[src/pkg/pmrc_pkg.sv]
package pmrc_pkg;
  // ----------------------------------------
  // Register word offsets (byte addresses = index * 4)
  // ----------------------------------------
  localparam logic [7:0] PWR_CTRL_IDX = 8'h87;
  localparam logic [7:0] RST_SRC_IDX = 8'h88;
  localparam logic [7:0] MON_CTRL_IDX = 8'h89;
  localparam logic [7:0] STATUS_IDX = 8'h8A;
  localparam logic [7:0] FLASH_CMD_IDX = 8'h8B;
  localparam int ADDR_W = 10;
  // ----------------------------------------
  // Field positions
  // ----------------------------------------
  localparam int PC_IDLE_BIT = 0;
  localparam int PC_STOP_BIT = 1;
  localparam int PC_GF_LSB = 2;
  localparam int RS_POR_BIT = 1;
  localparam int RS_FLERR_BIT = 6;
  localparam int RS_SWRST_BIT = 4;
  localparam int MC_EN_BIT = 7;
  localparam int MC_STAT_BIT = 6;
  localparam int MC_LVL_BIT = 5;
  // ----------------------------------------
  // Reset values
  // ----------------------------------------
  localparam logic [5:0] GF_RESET = 6'h00;
  localparam logic [7:0] PORT_LATCH_RESET = 8'hFF;
  localparam logic [15:0] FETCH_RESET = 16'h0000;
  localparam logic [3:0] WDT_DIV = 4'hC;
  // ----------------------------------------
  // Timing
  // ----------------------------------------
  localparam int CLK_MHZ = 20;
  localparam int POR_DELAY_US = 100;
  localparam int POR_DELAY_CYC = POR_DELAY_US * CLK_MHZ;
  localparam int RST_STRETCH_CYC = 4;

  typedef enum logic [3:0] {
    PM_RESET = 4'h1,
    PM_RUN = 4'h2,
    PM_IDLE = 4'h4,
    PM_STOP = 4'h8
  } pmrc_mode_t;

  typedef struct packed {
    logic cpuRun;
    logic cpuClkEn;
    logic oscEn;
    logic periphClkEn;
  } pmrc_clk_t;
endpackage

[src/rtl/pmrc_wdt_div.sv]
`timescale 1ns/1ps
module pmrc_wdt_div #(
  parameter logic [3:0] DIV = 4'hC
) (
  // Clock and reset
  input wire logic core_clk,
  input wire logic arst_n,
  // Control
  input wire logic clear,
  input wire logic run,
  output logic tick
);
  logic [3:0] cnt_r;
  wire logic wrap = (cnt_r == DIV - 4'h1);

  always_ff @(posedge core_clk or negedge arst_n) begin
    if (!arst_n) begin
      cnt_r <= 4'h0;
      tick <= 1'b0;
    end else if (clear) begin
      cnt_r <= 4'h0;
      tick <= 1'b0;
    end else begin
      tick <= run && wrap;
      if (run) begin
        cnt_r <= wrap ? 4'h0 : cnt_r + 4'h1;
      end
    end
  end
endmodule

[src/rtl/pmrc_top.sv]
// Function
// - Power control bits 7:2 are six software flags with no hardware effect.
// - Writing stop bit enters stop mode, oscillator halted; bit reads zero.
// - Writing idle bit gates CPU clock only; peripherals run; reads zero.
// - Reset halts execution, resets registers, forces ports, disables interrupts and timers.
// - Reset keeps data memory contents; only stack pointer is reset.
// - During reset port latches are 0xFF open-drain with weak pullups on.
// - Supply-monitor and power-on resets drive reset pin low throughout reset.
// - Leaving reset clears program counter, selects internal oscillator, fetches 0x0000.
// - After any reset watchdog is enabled, clocked by system clock over 12.
// - Power-up holds reset until supply above threshold, then a power-on delay.
// - Power-on exit sets power-on flag bit 1; other flags then indeterminate.
// - Any non power-on reset clears the power-on flag.
// - Monitor enabled by power-on reset; other resets keep its state.
// - Supply below threshold drives reset pin low and holds core in reset.
// - Flash erase or write without monitor enabled at high level forces reset.
// - Release from monitor reset has no power-on delay.
// - High threshold may hold reset until power-on, which forces low threshold.
// - Monitor register: enable bit 7, status bit 6 read-only, level bit 5.
`timescale 1ns/1ps
module pmrc_top #(
  parameter int POR_CYC = pmrc_pkg::POR_DELAY_CYC
) (
  // Clock and reset
  input wire logic core_clk,
  input wire logic arst_n,
  // Avalon-MM slave
  input wire logic [pmrc_pkg::ADDR_W-1:0] avs_address,
  input wire logic avs_read,
  input wire logic avs_write,
  input wire logic [31:0] avs_writedata,
  input wire logic [3:0] avs_byteenable,
  output logic [31:0] avs_readdata,
  output logic [1:0] avs_response,
  output logic avs_waitrequest,
  // Supply and wake inputs
  input wire logic supplyAboveLow,
  input wire logic supplyAboveHigh,
  input wire logic wakeIrq,
  // Reset pin, open drain
  input wire logic rstPinIn,
  output logic rstPinOut,
  output logic rstPinOe,
  // Core controls
  output logic coreRst,
  output logic cpuClkEn,
  output logic periphClkEn,
  output logic intOscEn,
  output logic [15:0] fetchAddr,
  output logic [7:0] portLatch,
  output logic portOpenDrain,
  output logic weakPullEn,
  output logic irqTimerEn,
  output logic wdtEnable,
  output logic wdtTick
);
  // ----------------------------------------
  // State
  // ----------------------------------------
  pmrc_pkg::pmrc_mode_t mode_r, mode_nxt;
  logic [5:0] genFlags_r;
  logic monEn_r, monLvl_r, porFlag_r, monSrc_r, flErr_r, swRst_r;
  logic porDone_r, wasPor_r, reqFlash_r;
  logic [31:0] porCnt_r;
  logic [2:0] stretch_r;
  logic ack_r;

  // ----------------------------------------
  // Bus decode
  // ----------------------------------------
  wire logic [7:0] wIdx = avs_address[pmrc_pkg::ADDR_W-1:2];
  wire logic acc = (avs_read || avs_write) && !ack_r;
  // Writes land only on the edge that ends the wait
  wire logic wrLo = avs_write && ack_r && avs_byteenable[0];
  wire logic selPc = (wIdx == pmrc_pkg::PWR_CTRL_IDX);
  wire logic selRs = (wIdx == pmrc_pkg::RST_SRC_IDX);
  wire logic selMc = (wIdx == pmrc_pkg::MON_CTRL_IDX);
  wire logic selSt = (wIdx == pmrc_pkg::STATUS_IDX);
  wire logic selFl = (wIdx == pmrc_pkg::FLASH_CMD_IDX);
  wire logic mapped = selPc || selRs || selMc || selSt || selFl;
  wire logic wrPc = wrLo && selPc && !coreRst;
  wire logic wrRs = wrLo && selRs && !coreRst;
  wire logic wrMc = wrLo && selMc && !coreRst;
  wire logic wrFl = wrLo && selFl && !coreRst;

  // ----------------------------------------
  // Reset causes
  // ----------------------------------------
  wire logic supplyOk = monLvl_r ? supplyAboveHigh : supplyAboveLow;
  // Monitor resets only when enabled and selected as a source
  wire logic monTrip = monEn_r && monSrc_r && !supplyOk;
  wire logic porHold = !porDone_r;
  wire logic flashBad = wrFl && avs_writedata[0] && !(monEn_r && monLvl_r);
  wire logic swReq = wrRs && avs_writedata[pmrc_pkg::RS_SWRST_BIT];
  wire logic anyRst = porHold || monTrip || (stretch_r != 3'h0);
  wire logic pinDrive = porHold || monTrip;
  // Own drive on the pin must not read back as an external reset
  wire logic extRst = !rstPinIn && !rstPinOe;
  wire logic stopReq = wrPc && avs_writedata[pmrc_pkg::PC_STOP_BIT];
  wire logic idleReq = wrPc && avs_writedata[pmrc_pkg::PC_IDLE_BIT];

  // ----------------------------------------
  // Power-on delay, restarts on every power-on hold
  // ----------------------------------------
  always_ff @(posedge core_clk or negedge arst_n) begin
    if (!arst_n) begin
      porCnt_r <= 32'h0;
      porDone_r <= 1'b0;
    end else if (!porDone_r) begin
      if (!supplyAboveLow) begin
        porCnt_r <= 32'h0;
      end else if (porCnt_r >= 32'(POR_CYC - 1)) begin
        porDone_r <= 1'b1;
      end else begin
        porCnt_r <= porCnt_r + 32'h1;
      end
    end
  end

  // ----------------------------------------
  // Reset stretch for flash error, software and external pin causes
  // ----------------------------------------
  // Monitor trip adds no delay; it releases when supply recovers
  always_ff @(posedge core_clk or negedge arst_n) begin
    if (!arst_n) begin
      stretch_r <= 3'h0;
    end else if (flashBad || swReq || extRst) begin
      stretch_r <= 3'(pmrc_pkg::RST_STRETCH_CYC);
    end else if (stretch_r != 3'h0) begin
      stretch_r <= stretch_r - 3'h1;
    end
  end

  // ----------------------------------------
  // Mode machine
  // ----------------------------------------
  always_comb begin
    mode_nxt = mode_r;
    unique case (mode_r)
      pmrc_pkg::PM_RESET: if (!anyRst) mode_nxt = pmrc_pkg::PM_RUN;
      pmrc_pkg::PM_RUN: begin
        if (stopReq) begin
          mode_nxt = pmrc_pkg::PM_STOP;
        end else if (idleReq) begin
          mode_nxt = pmrc_pkg::PM_IDLE;
        end
      end
      pmrc_pkg::PM_IDLE: if (wakeIrq) mode_nxt = pmrc_pkg::PM_RUN;
      pmrc_pkg::PM_STOP: mode_nxt = mode_r;
      default: mode_nxt = pmrc_pkg::PM_RESET;
    endcase
    if (anyRst || flashBad || swReq) begin
      mode_nxt = pmrc_pkg::PM_RESET;
    end
  end

  always_ff @(posedge core_clk or negedge arst_n) begin
    if (!arst_n) begin
      mode_r <= pmrc_pkg::PM_RESET;
    end else begin
      mode_r <= mode_nxt;
    end
  end

  // ----------------------------------------
  // Software registers
  // ----------------------------------------
  always_ff @(posedge core_clk or negedge arst_n) begin
    if (!arst_n) begin
      genFlags_r <= pmrc_pkg::GF_RESET;
    end else if (coreRst) begin
      genFlags_r <= pmrc_pkg::GF_RESET;
    end else if (wrPc) begin
      genFlags_r <= avs_writedata[7:2];
    end
  end

  // Monitor state persists across all but power-on reset
  always_ff @(posedge core_clk or negedge arst_n) begin
    if (!arst_n) begin
      monEn_r <= 1'b1;
      monLvl_r <= 1'b0;
      monSrc_r <= 1'b1;
      wasPor_r <= 1'b1;
    end else if (porHold) begin
      monEn_r <= 1'b1;
      monLvl_r <= 1'b0;
      monSrc_r <= 1'b1;
      wasPor_r <= 1'b1;
    end else begin
      if (wrMc) begin
        monEn_r <= avs_writedata[pmrc_pkg::MC_EN_BIT];
        monLvl_r <= avs_writedata[pmrc_pkg::MC_LVL_BIT];
      end
      if (wrRs) begin
        monSrc_r <= avs_writedata[pmrc_pkg::RS_POR_BIT];
      end
      if (flashBad || swReq || monTrip || extRst) begin
        wasPor_r <= 1'b0;
      end
    end
  end

  // Power-on flag is resolved on the way out of reset; flash and software flags set on request
  always_ff @(posedge core_clk or negedge arst_n) begin
    if (!arst_n) begin
      porFlag_r <= 1'b0;
      flErr_r <= 1'b0;
      swRst_r <= 1'b0;
    end else if (mode_r == pmrc_pkg::PM_RESET && !anyRst) begin
      porFlag_r <= wasPor_r;
    end else begin
      if (flashBad) flErr_r <= 1'b1;
      else if (porHold) flErr_r <= 1'b0;
      if (swReq) swRst_r <= 1'b1;
      else if (porHold || flashBad) swRst_r <= 1'b0;
    end
  end

  // ----------------------------------------
  // Read mux and bus answer
  // ----------------------------------------
  wire logic [7:0] rdPc = {genFlags_r, 2'b00};
  wire logic [7:0] rdRs = {1'b0, flErr_r, 1'b0, swRst_r, 2'b00, porFlag_r, 1'b0};
  wire logic [7:0] rdMc = {monEn_r, supplyOk, monLvl_r, 5'h00};
  wire logic [7:0] rdSt = {4'h0, mode_r};
  wire logic [7:0] rdMux = selPc ? rdPc : selRs ? rdRs : selMc ? rdMc : selSt ? rdSt : 8'h00;

  always_ff @(posedge core_clk or negedge arst_n) begin
    if (!arst_n) begin
      ack_r <= 1'b0;
      avs_readdata <= 32'h0;
      avs_response <= 2'h0;
      avs_waitrequest <= 1'b1;
    end else begin
      ack_r <= acc;
      avs_waitrequest <= !acc;
      if (acc) begin
        avs_readdata <= {24'h0, rdMux};
        avs_response <= mapped ? 2'h0 : 2'h2;
      end
    end
  end

  // ----------------------------------------
  // Core-facing outputs
  // ----------------------------------------
  wire logic inRst = (mode_nxt == pmrc_pkg::PM_RESET);

  always_ff @(posedge core_clk or negedge arst_n) begin
    if (!arst_n) begin
      coreRst <= 1'b1;
      rstPinOut <= 1'b0;
      rstPinOe <= 1'b1;
      cpuClkEn <= 1'b0;
      periphClkEn <= 1'b0;
      intOscEn <= 1'b1;
      fetchAddr <= pmrc_pkg::FETCH_RESET;
      portLatch <= pmrc_pkg::PORT_LATCH_RESET;
      portOpenDrain <= 1'b1;
      weakPullEn <= 1'b1;
      irqTimerEn <= 1'b0;
      wdtEnable <= 1'b1;
    end else begin
      coreRst <= inRst;
      rstPinOut <= 1'b0;
      rstPinOe <= pinDrive || monTrip;
      cpuClkEn <= (mode_nxt == pmrc_pkg::PM_RUN);
      periphClkEn <= (mode_nxt == pmrc_pkg::PM_RUN) || (mode_nxt == pmrc_pkg::PM_IDLE);
      intOscEn <= (mode_nxt != pmrc_pkg::PM_STOP);
      irqTimerEn <= !inRst && (mode_nxt != pmrc_pkg::PM_STOP);
      if (inRst) begin
        fetchAddr <= pmrc_pkg::FETCH_RESET;
        portLatch <= pmrc_pkg::PORT_LATCH_RESET;
        portOpenDrain <= 1'b1;
        wdtEnable <= 1'b1;
      end
      weakPullEn <= 1'b1;
    end
  end

  pmrc_wdt_div #(
    .DIV(pmrc_pkg::WDT_DIV)
  ) pmrc_wdt_div_inst (
    .core_clk(core_clk),
    .arst_n(arst_n),
    .clear(coreRst),
    .run(wdtEnable && (mode_r != pmrc_pkg::PM_STOP)),
    .tick(wdtTick)
  );

  // ----------------------------------------
  // Checks
  // ----------------------------------------
  a_stop_wins: assert property (@(posedge core_clk) disable iff (!arst_n)
    (mode_r == pmrc_pkg::PM_RUN && stopReq && idleReq && !anyRst) |=> mode_r == pmrc_pkg::PM_STOP)
    else $error("stop and idle together did not enter stop");
  a_stop_osc_off: assert property (@(posedge core_clk) disable iff (!arst_n)
    (mode_r == pmrc_pkg::PM_STOP) |-> !intOscEn && !cpuClkEn)
    else $error("oscillator running in stop");
  a_idle_periph_on: assert property (@(posedge core_clk) disable iff (!arst_n)
    (mode_r == pmrc_pkg::PM_IDLE) |-> !cpuClkEn && periphClkEn)
    else $error("idle clock gating wrong");
  a_reads_zero: assert property (@(posedge core_clk) disable iff (!arst_n)
    (ack_r && selPc) |-> avs_readdata[1:0] == 2'b00)
    else $error("mode select bits read nonzero");
  a_flags_kept: assert property (@(posedge core_clk) disable iff (!arst_n)
    (wrPc && !anyRst) |=> genFlags_r == $past(avs_writedata[7:2]))
    else $error("general flags not stored");
  a_pin_por: assert property (@(posedge core_clk) disable iff (!arst_n)
    porHold |=> rstPinOe && !rstPinOut)
    else $error("reset pin not driven during power-on");
  a_flash_reset: assert property (@(posedge core_clk) disable iff (!arst_n)
    flashBad |=> coreRst ##1 flErr_r)
    else $error("flash error reset missing");
  a_por_low_lvl: assert property (@(posedge core_clk) disable iff (!arst_n)
    porHold |=> monEn_r && !monLvl_r)
    else $error("power-on did not restore monitor");
  a_reset_ports: assert property (@(posedge core_clk) disable iff (!arst_n)
    coreRst |-> portLatch == pmrc_pkg::PORT_LATCH_RESET && portOpenDrain && weakPullEn)
    else $error("ports not forced in reset");
  a_no_por_delay: assert property (@(posedge core_clk) disable iff (!arst_n)
    (mode_r == pmrc_pkg::PM_RESET && porDone_r && monTrip ##1 !monTrip && stretch_r == 3'h0)
    |=> mode_r == pmrc_pkg::PM_RUN)
    else $error("monitor release delayed");
  a_trip_holds: assert property (@(posedge core_clk) disable iff (!arst_n)
    monTrip |=> coreRst && rstPinOe)
    else $error("monitor trip did not hold reset");
  a_por_holds: assert property (@(posedge core_clk) disable iff (!arst_n)
    porHold |=> coreRst && !cpuClkEn)
    else $error("core released during power-on hold");
  a_mon_sticky: assert property (@(posedge core_clk) disable iff (!arst_n)
    (!porHold && !wrMc) |=> monEn_r == $past(monEn_r))
    else $error("monitor enable changed without write");
  a_wdt_on_exit: assert property (@(posedge core_clk) disable iff (!arst_n)
    $fell(coreRst) |-> wdtEnable)
    else $error("watchdog not enabled on reset exit");
  a_por_flag_set: assert property (@(posedge core_clk) disable iff (!arst_n)
    (mode_r == pmrc_pkg::PM_RESET && !anyRst && wasPor_r) |=> porFlag_r)
    else $error("power-on flag not set on exit");
endmodule

[config.mk]
export PLATFORM = sky130hd
export DESIGN_NAME = pmrc_top
export DESIGN_NICKNAME = d
export VERILOG_FILES = /design/src/pkg/pmrc_pkg.sv /design/src/rtl/pmrc_wdt_div.sv /design/src/rtl/pmrc_top.sv
export SDC_FILE = /design/constraint.sdc
export NUM_CORES = 1
export LEC_CHECK = 0
export BUFFER_PORTS_ARGS = -buffer_cell sky130_fd_sc_hd__buf_4
export CORE_MARGIN = 2
export CORE_UTILIZATION = 55
export DETAILED_ROUTE_END_ITERATION = 10
export GPL_ROUTABILITY_DRIVEN = 0
export PLACE_DENSITY = 0.91
export SKIP_CTS_REPAIR_TIMING = 1
export SYNTH_ARGS = -nofsm -noshare
export SYNTH_HDL_FRONTEND = slang
export SYNTH_SLANG_ARGS = --single-unit
[constraint.sdc]
create_clock -name core_clk -period 5.65 [get_ports core_clk]
set_input_delay 0.565 -clock core_clk [delete_from_list [all_inputs] [get_ports core_clk]]
set_output_delay 0.565 -clock core_clk [all_outputs]
set_load 0.005 [all_outputs]
==> results.json, run 1 <==
{
  "status": "finished, final reports clean",
  "ir_drop_mv": 0.243,
  "cp_data_arrival_time_ps": 2540,
  "finClkSkew_ps": 9.34,
  "rsz0062_at_grt": "no",
  "yosys-top-cells-area": "dfrtp_1 41%, buf_4 9.8%, dfstp_2 5.2%",
  "synthDistinctLibCells": 71,
  "critPathRequiredTime_ps": 5880,
  "nets": 482,
  "dieWidth_um": 89.8,
  "synth_flop_cell": "dfrtp_1",
  "period_minus_slack_ps": 2310,
  "end_kind": "register",
  "syn_to_final_growth_pct": 9.56,
  "wirelength_um": 7280,
  "synth_seq_cells": 75,
  "avgSynthCellArea_um2": 10.4,
  "via_count": 2826,
  "vias_per_cell": 5.35,
  "final_layout_size_suffix_gt1_share_pct": 22.6,
  "power_density_mw_per_mm2": 308,
  "worst_slew_pin_slew_ps": 1180,
  "leakagePower_uw": 0.00211,
  "drcViolationCount": 0,
  "finalSetupViolations": 0,
  "cts_buffers": 9,
  "grt_overflow": 0,
  "fp.dieH_um": 89.8,
  "met1_usage_pct": 23.2,
  "die_area_mm2": 0.00806,
  "row_count": 31,
  "critPathMaxFanout": 12,
  "met3_usage_pct": 5.95,
  "htree_levels": 3,
  "fmax_mhz": 434,
  "cts_tree": "built",
  "synth_edf_count": 0,
  "synth-seq-area-share_pct": 46.6,
  "report.final.slew_viol_count": 0,
  "core-area_mm2": 0.00718,
  "yosysTopAreaCellShare_pct": 41.4,
  "synth_most_common_cell": "dfrtp_1",
  "clockRootBuffer": "clkbuf_8",
  "first_pass_iters": 4,
  "num_antenna_cells": 0,
  "io_buffers": 41,
  "drtIter0Drc": 195,
  "synthArstFlopShare_pct": 100,
  "maxSlewHeadroom_pct": 21.4,
  "grt_max_degree": 76,
  "startpoint_type": "input pin",
  "synthCells": 389,
  "cap_viol_max_count": 0,
  "ys_top_cells_by_count": "67 x dfrtp_1, 53 x buf_4, 36 x nand2_1",
  "syn-cell-area_mm2": 0.00405,
  "place_inst": 512,
  "yosysTopAreaCell": "dfrtp_1",
  "final_cells": 528,
  "grt_use_met2_pct": 30.3,
  "top_usage_layer": "met2",
  "wl_per_cell_um": 13.8,
  "cts.path.max_buffers": 2,
  "grt_use_total_pct": 18.5,
  "io_pins": 124,
  "cts.sinks": 75,
  "worstSkewPairLatency_ps": 350,
  "hold_viol": 0,
  "ant_nets": 0,
  "grt_pass1_vias": 2695,
  "grt_first_pass_wirelength_um": 12300,
  "final.period_utilization_pct": 40.8,
  "hpwl_um": 5230,
  "yosysWarnings": 0,
  "start_util_pct": 56.4,
  "worstSetupPathType": "input pin to register",
  "antenna_found_initial": 0,
  "finalSetupTns_ps": 0,
  "hold_class": "input pin to async pin",
  "clk_pin_slew_worst_paths_ps": 80
}
[state kept, by name, indices dropped and copies added (netlist names), 3 cells and up]
name                     cells
avs_readdata                 8
genFlags_r                   6
pmrc_wdt_div_inst.cnt_r      4
stretch_r                    3
mode_r                       4
porCnt_r                    32
[metal layers]
metal	vias to the layer above	part of all wire, %
met5	-	0
met4	0	1.6
met3	15	5.9
met2	94	51
met1	1381	42
li1	1336	-
[power by group]
part,internal [µW],switching (µW)
clock,297,203
sequential,586,56.6
combinational,103,121
total,986,380
[cell families (layout without fill, tap and decap cells)]
logic type | count (synthesis) | in the layout | synth area share (%)
and+or+nand+nor | 153 | 153 | 23.5
buffers and inverters | 77 | 66 | 12.8
DFF | 75 | 75 | 46.6
AOI/OAI and AO/OA | 63 | 63 | 11.8
muxes | 13 | 13 | 3.34
adders and majority gates | 4 | 4 | 1.24
other | 2 | 53 | 0.186
xor gates and xnor gates | 2 | 2 | 0.433
[cell usage in the layout (no fill, tap or decap), types with 4 or more instances in the layout]
cell type	count
o21ai_0	13
clkbuf_8	9
nand3_1	8
nor2_1	29
nor2b_1	26
dfrtp_1	67
nand4_1	4
o21bai_1	4
ha_1	4
nor3_1	6
dfstp_2	8
nor4b_2	4
mux2i_1	12
nand2_1	36
conb_1	53
buf_4	42
inv_1	8
a31oi_1	8
a21oi_1	5
[final cells by class]
cell class / count / area (µm²)
multi-input cells: 288 / 1830
flip-flops and latches: 75 / 1890
well taps: 99 / 124
inverters: 8 / 30.0
clock buffers: 9 / 124
clock inverters: 7 / 121
repair buffers: 42 / 315
fillers: 586 / 2740
[per-stage QoR]
stage	worst slack, ps	power (µW)	hold slack, ps	util [%]	instance area [µm²]
2_1_floorplan	3750	827	269	-	4240
3_3_place_gp	3090	855	463	58.3	4190
3_5_place_dp	3030	875	474	58.3	4190
4_1_cts	3400	1380	378	61.8	4430
5_1_grt	3230	1430	412	61.8	4430
6_report	3340	1370	342	61.8	4430
[worst max-delay path, stage by stage]
cell and delay (ps):
buf_4 110, nor4b_2 340, and4_1 510, nor2b_1 680
mux2i_1 270, nor2_1 60
[worst paths after layout]
kind / cells past startpoint / end / start / slack (ps)
worst min-delay path: 1 / avs_readdata[4] / arst_n / 340
worst max register to register: 6 / porCnt_r[2] / porCnt_r[0] / 3420
min in group core_clk: 3 / genFlags_r[4] / avs_writedata[6] / 470
worst max-delay path: 6 / genFlags_r[0] / avs_address[7] / 3340
max in group asynchronous: 1 / porCnt_r[1] / arst_n / 4720
worst min register to register: 2 / avs_readdata[3] / avs_readdata[3] / 490
(Power assumes the default switching activity.)
==> inputs of run 2 (changes only) <==
Settings changed: ABC_AREA set to 1, CORE_UTILIZATION 55 to 47, PLACE_DENSITY 0.91 to 0.83.
Clock period 5.65 ns to 1.9 ns, I/O delays scaled along.
==> results.json, run 2 <==
{
  "p_switching_uw": 1010,
  "end_kind": "register",
  "synth_flop_cell": "dfrtp_1",
  "pwr-share-clk_pct": 35.1,
  "fmax_mhz": 592,
  "cap_viol_max_count": 0,
  "finalSetupTns_ps": 0,
  "synth_edf_count": 0,
  "ant_nets": 0,
  "status": "finished, final reports clean",
  "grt_overflow": 0,
  "synth_seq_cells": 75,
  "critPathRequiredTime_ps": 2130,
  "yosys-top-cells-area": "dfrtp_1 41%, buf_4 9.7%, nand2_1 8.9%",
  "nets": 600,
  "ys_top_cells_by_count": "97 x nand2_1, 67 x dfrtp_1, 53 x buf_4",
  "first_pass_iters": 4,
  "wl_per_cell_um": 12.1,
  "largest_reg_flops": 32,
  "cp_data_arrival_time_ps": 1920,
  "finClkSkew_ps": 8.81,
  "yosysWarnings": 0,
  "critPathMaxFanout": 23,
  "grt_max_degree": 44,
  "worstSkewPairLatency_ps": 340,
  "start_util_pct": 47.9,
  "hold_class": "input pin to register",
  "synthDistinctLibCells": 40,
  "syn_to_final_growth_pct": 10.9,
  "layout_common_cells": "97 x nand2_1, 67 x dfrtp_1, 53 x conb_1",
  "synth_most_common_cell": "nand2_1",
  "core-area_mm2": 0.00859,
  "layout_commonest_cell": "nand2_1",
  "synthCells": 495,
  "clk_pin_slew_worst_paths_ps": 80,
  "worstHoldPathCells": 3,
  "yosysTopAreaCellShare_pct": 40.8,
  "grt_first_pass_wirelength_um": 13700,
  "leakagePower_uw": 0.00240,
  "htree_levels": 3,
  "die_area_mm2": 0.00952,
  "avgSynthCellArea_um2": 8.31,
  "hpwl_um": 5770,
  "period_minus_slack_ps": 1690,
  "reg2reg_slack_ps": 210,
  "dieWidth_um": 97.6,
  "ir_drop_mv": 0.552,
  "fp.dieH_um": 97.6,
  "startpoint_type": "register",
  "io_buffers": 41,
  "multi_input_area_mm2": 0.00174,
  "report.final.slew_viol_count": 0,
  "cts_tree": "built",
  "power_frac_seq_pct": 47.7,
  "regMostFlops": "porCnt_r",
  "grt_pass1_vias": 3104,
  "hold_viol": 0,
  "final.period_utilization_pct": 88.9,
  "syn-cell-area_mm2": 0.00411,
  "synth-seq-area-share_pct": 45.9,
  "comb_power_share_pct": 17.2,
  "drcViolationCount": 0,
  "power_density_mw_per_mm2": 816,
  "switching_share_pct": 27.1,
  "finalWorstSetupSlack_ps": 211,
  "rsz0062_at_grt": "no",
  "cts_buffers": 9,
  "intPower_uw": 2720,
  "fill_cells": 805,
  "drtIter0Drc": 122,
  "worstSetupPathType": "register to register",
  "cts.path.max_buffers": 2,
  "regArea_mm2": 0.00189,
  "grt_use_total_pct": 17.2,
  "vias_per_cell": 4.92,
  "clockRootBuffer": "clkbuf_8",
  "row_count": 34,
  "antenna_found_initial": 0,
  "num_antenna_cells": 0,
  "synthArstFlopShare_pct": 100,
  "via_count": 3221,
  "cts.sinks": 75,
  "r2r_cells": 9,
  "largestRegisters": "porCnt_r: 32 flops, avs_readdata: 8 flops, genFlags_r: 6 flops",
  "final_layout_size_suffix_gt1_share_pct": 17.4,
  "wirelength_um": 7930,
  "io_pins": 124,
  "place_ws_ps": 209,
  "finalSetupViolations": 0,
  "yosysTopAreaCell": "dfrtp_1"
}
[run 2: cell count changes after synthesis, sizes merged, moves of 18 or more]
| cell | before | now |
|---|---|---|
| nand2 | 36 | 103 |
| inv | 8 | 54 |
| nand3 | 8 | 51 |
| nor2 | 30 | 56 |
| nor2b | 26 | 0 |
| a21boi | 0 | 18 |
[run 2: area by class of cell]
type	instances	share of cell area, %
well taps	108	2.96
multi-input cells	353	38.1
clock buffers	12	2.96
repair buffers	47	8.34
flip-flops and latches	75	41.3
inverters	56	4.61
clock inverters	4	1.67
[run 2: critical path, cell delays in order, from the launching register on]
cell and delay [ps]:
dfrtp_1 410, ha_1 240, nand3_2 120, nand2_1 60, nand2_1 90, nand4_2 100, nand2_4 250, nand2_4 160
nand2_1 100, nand2_1 50
[run 2: worst paths after layout]
kind                                   from            end
hold / removal             avs_writedata[3]  genFlags_r[1]
setup reg to reg                porCnt_r[0]    porCnt_r[3]
hold reg to reg                    wasPor_r      porFlag_r
max in group asynchronous            arst_n       wasPor_r
setup / recovery                porCnt_r[0]    porCnt_r[3]
min in group asynchronous            arst_n   porCnt_r[12]
[run 2: per-stage QoR]
stage | cells | hold slack, ps | power, µW | instance area (µm²) | utilization, %
floorplan | 546 | -106 | 2270 | 4310 | -
global placement | 638 | 149 | 2420 | 4340 | 50.5
detailed placement | 638 | 157 | 2450 | 4340 | 50.5
CTS | 654 | -225 | 3770 | 4550 | 53.0
global route | 655 | 82.0 | 3930 | 4560 | 53.1
finish | 655 | 85.8 | 3730 | 4560 | 53.1
[run 2: layer usage]
layer  global-route usage [%]  wire [µm]  vias to the layer above  share of wire [%]
met1                     20.5       3420                     1547                 43
met5                        0          0                        -                  0
met2                     30.5       4020                       95                 51
met3                     4.96        418                        7                5.3
met4                     4.38         76                        0               0.96
li1                         -          -                     1572                  -
[run 2: power by group through the flow]
stage	Clock, µW	Combinational, µW	Sequential [µW]
after floorplan	0	464	1800
after global placement	0	617	1800
after detailed placement	0	643	1810
after CTS	1350	647	1780
after global routing	1420	728	1790
final	1310	641	1780
[run 2: cell families (layout without fill, tap and decap cells)]
| logic type | count (synthesis) | in the layout | share of synthesized area (%) |
|---|---|---|---|
| multiplexers | 1 | 1 | 0.243 |
| AO/OA/AOI/OAI | 57 | 57 | 8.46 |
| buffers and inverters | 118 | 119 | 16.5 |
| AND/OR/NAND/NOR | 231 | 231 | 26.0 |
| adder cells (fa/ha/maj) | 4 | 4 | 1.22 |
| XOR/XNOR | 7 | 7 | 1.49 |
| flip-flops | 75 | 75 | 45.9 |
| other | 2 | 53 | 0.183 |
==> inputs of run 3 (changes only) <==
Settings changed: CELL_PAD_IN_SITES_DETAIL_PLACEMENT set to 1, CELL_PAD_IN_SITES_GLOBAL_PLACEMENT set to 2, CORE_UTILIZATION 47 to 27, REMOVE_ABC_BUFFERS set to 1.
==> results.json, run 3 (synthesized netlist as in run 2, its figures left out) <==
{
  "status": "finished, final reports clean",
  "grt_first_pass_wirelength_um": 16400,
  "startpoint_type": "register",
  "grt_overflow": 0,
  "drcViolationCount": 0,
  "io_buffers": 41,
  "start_util_pct": 27.4,
  "first_pass_iters": 4,
  "rsz0062_at_grt": "no",
  "hold_class": "input pin to register",
  "worstHoldPathCells": 3,
  "hold_viol": 0,
  "layout_commonest_cell": "nand2_1",
  "core-area_mm2": 0.0150,
  "largest_reg_flops": 32,
  "ir_drop_mv": 0.344,
  "critPathMaxFanout": 15,
  "vias_per_cell": 4.34,
  "worstSkewPairLatency_ps": 330,
  "r2r_cells": 9,
  "fmax_mhz": 600,
  "dieWidth_um": 127,
  "crit_chain": "ha_1 > nand3_2 > nand2_1 > nand2_1 > nand4_2 > nand2_4 > nand2_4 > nand2_1 > nand2_1",
  "htree_levels": 3,
  "cts_buffers": 9,
  "drtIter0Drc": 128,
  "final_cells": 737,
  "multi_input_area_mm2": 0.00174,
  "critPathRequiredTime_ps": 2120,
  "finalSetupViolations": 0,
  "regArea_mm2": 0.00189,
  "wl_per_cell_um": 13.0,
  "ant_nets": 0,
  "leakagePower_uw": 0.00244,
  "syn_to_final_growth_pct": 15.0,
  "cp_data_arrival_time_ps": 1880,
  "row_count": 45,
  "place_inst": 720,
  "via_count": 3198,
  "largestRegisters": "porCnt_r: 32 flops, avs_readdata: 8 flops, genFlags_r: 6 flops",
  "fin_util_pct": 31.5,
  "wirelength_um": 9610,
  "fill_cells": 1802,
  "period_minus_slack_ps": 1670,
  "cts.sinks": 75,
  "antenna_found_initial": 0,
  "grt_use_total_pct": 12.5,
  "regMostFlops": "porCnt_r",
  "cts_tree": "built",
  "crit_slowest_cell": "dfrtp_1",
  "finalSetupTns_ps": 0,
  "clockRootBuffer": "clkbuf_16",
  "design_area_mm2": 0.00473,
  "nets": 602,
  "grt_max_degree": 49,
  "finClkSkew_ps": 6.21,
  "cpMostUsedCell": "nand2_1",
  "io_pins": 124,
  "final_layout_size_suffix_gt1_share_pct": 17.7,
  "power_density_mw_per_mm2": 847,
  "layout_common_cells": "97 x nand2_1, 67 x dfrtp_1, 53 x conb_1",
  "cts.path.max_buffers": 2,
  "die_area_mm2": 0.0162,
  "hpwl_um": 7170,
  "clk_pin_slew_worst_paths_ps": 60,
  "placed_area_mm2": 0.00446,
  "power_uw": 4010,
  "fp.dieH_um": 127,
  "num_antenna_cells": 0,
  "worstSetupPathType": "register to register",
  "cap_viol_max_count": 0,
  "grt_pass1_vias": 3411,
  "final.period_utilization_pct": 87.7,
  "end_kind": "register",
  "critPathMaxStageDelay_ps": 410,
  "report.final.slew_viol_count": 0
}
==> run 3: where the power goes <==
group,leakage [µW],internal [µW],switching [µW]
sequential,0.000977,1720,70.3
clock,0.000133,914,633
combinational,0.00133,268,407
total,0.00244,2900,1110
==> run 3: area by class of cell <==
type | instances | share of cell area (%)
Clock buffer | 13 | 5.29
Clock inverter | 3 | 0.317
Inverter | 56 | 4.44
Multi-Input combinational cell | 353 | 36.8
Sequential cell | 75 | 39.9
Tap cell | 188 | 4.97
Timing Repair Buffer | 49 | 8.36
==> run 3: final timing paths <==
kind / start / endpoint / slack [ps]
min reg2reg: swRst_r / swRst_r / 490
min: avs_writedata[2] / genFlags_r[0] / 90
min in group asynchronous: arst_n / avs_readdata[7] / 320
max reg2reg: porCnt_r[0] / porCnt_r[10] / 230
max: porCnt_r[0] / porCnt_r[10] / 230
max in group asynchronous: arst_n / monEn_r / 930
==> run 3: worst max-delay path: cells and delay by family, from the launching register on <==
| family | cells | cell delay [ps] |
|---|---|---|
| fa+ha+maj | 1 | 260 |
| simple gates | 8 | 900 |
| flops | 1 | 410 |
==> run 3: layer usage <==
metal | wire length, µm | vias to the layer above | global-route usage, %
li1 | - | 1574 | -
met1 | 4600 | 1549 | 16.6
met2 | 4540 | 64 | 20.4
met3 | 332 | 11 | 2.43
met4 | 137 | 0 | 4.07
met5 | 0 | - | 0
==> run 3: through the flow <==
stage	hold WS, ps	setup slack [ps]
3_3_place_gp	138	266
5_1_grt	92.8	92.6
3_5_place_dp	143	227
6_report	94.8	233
4_1_cts	-218	199
2_1_floorplan	-106	287
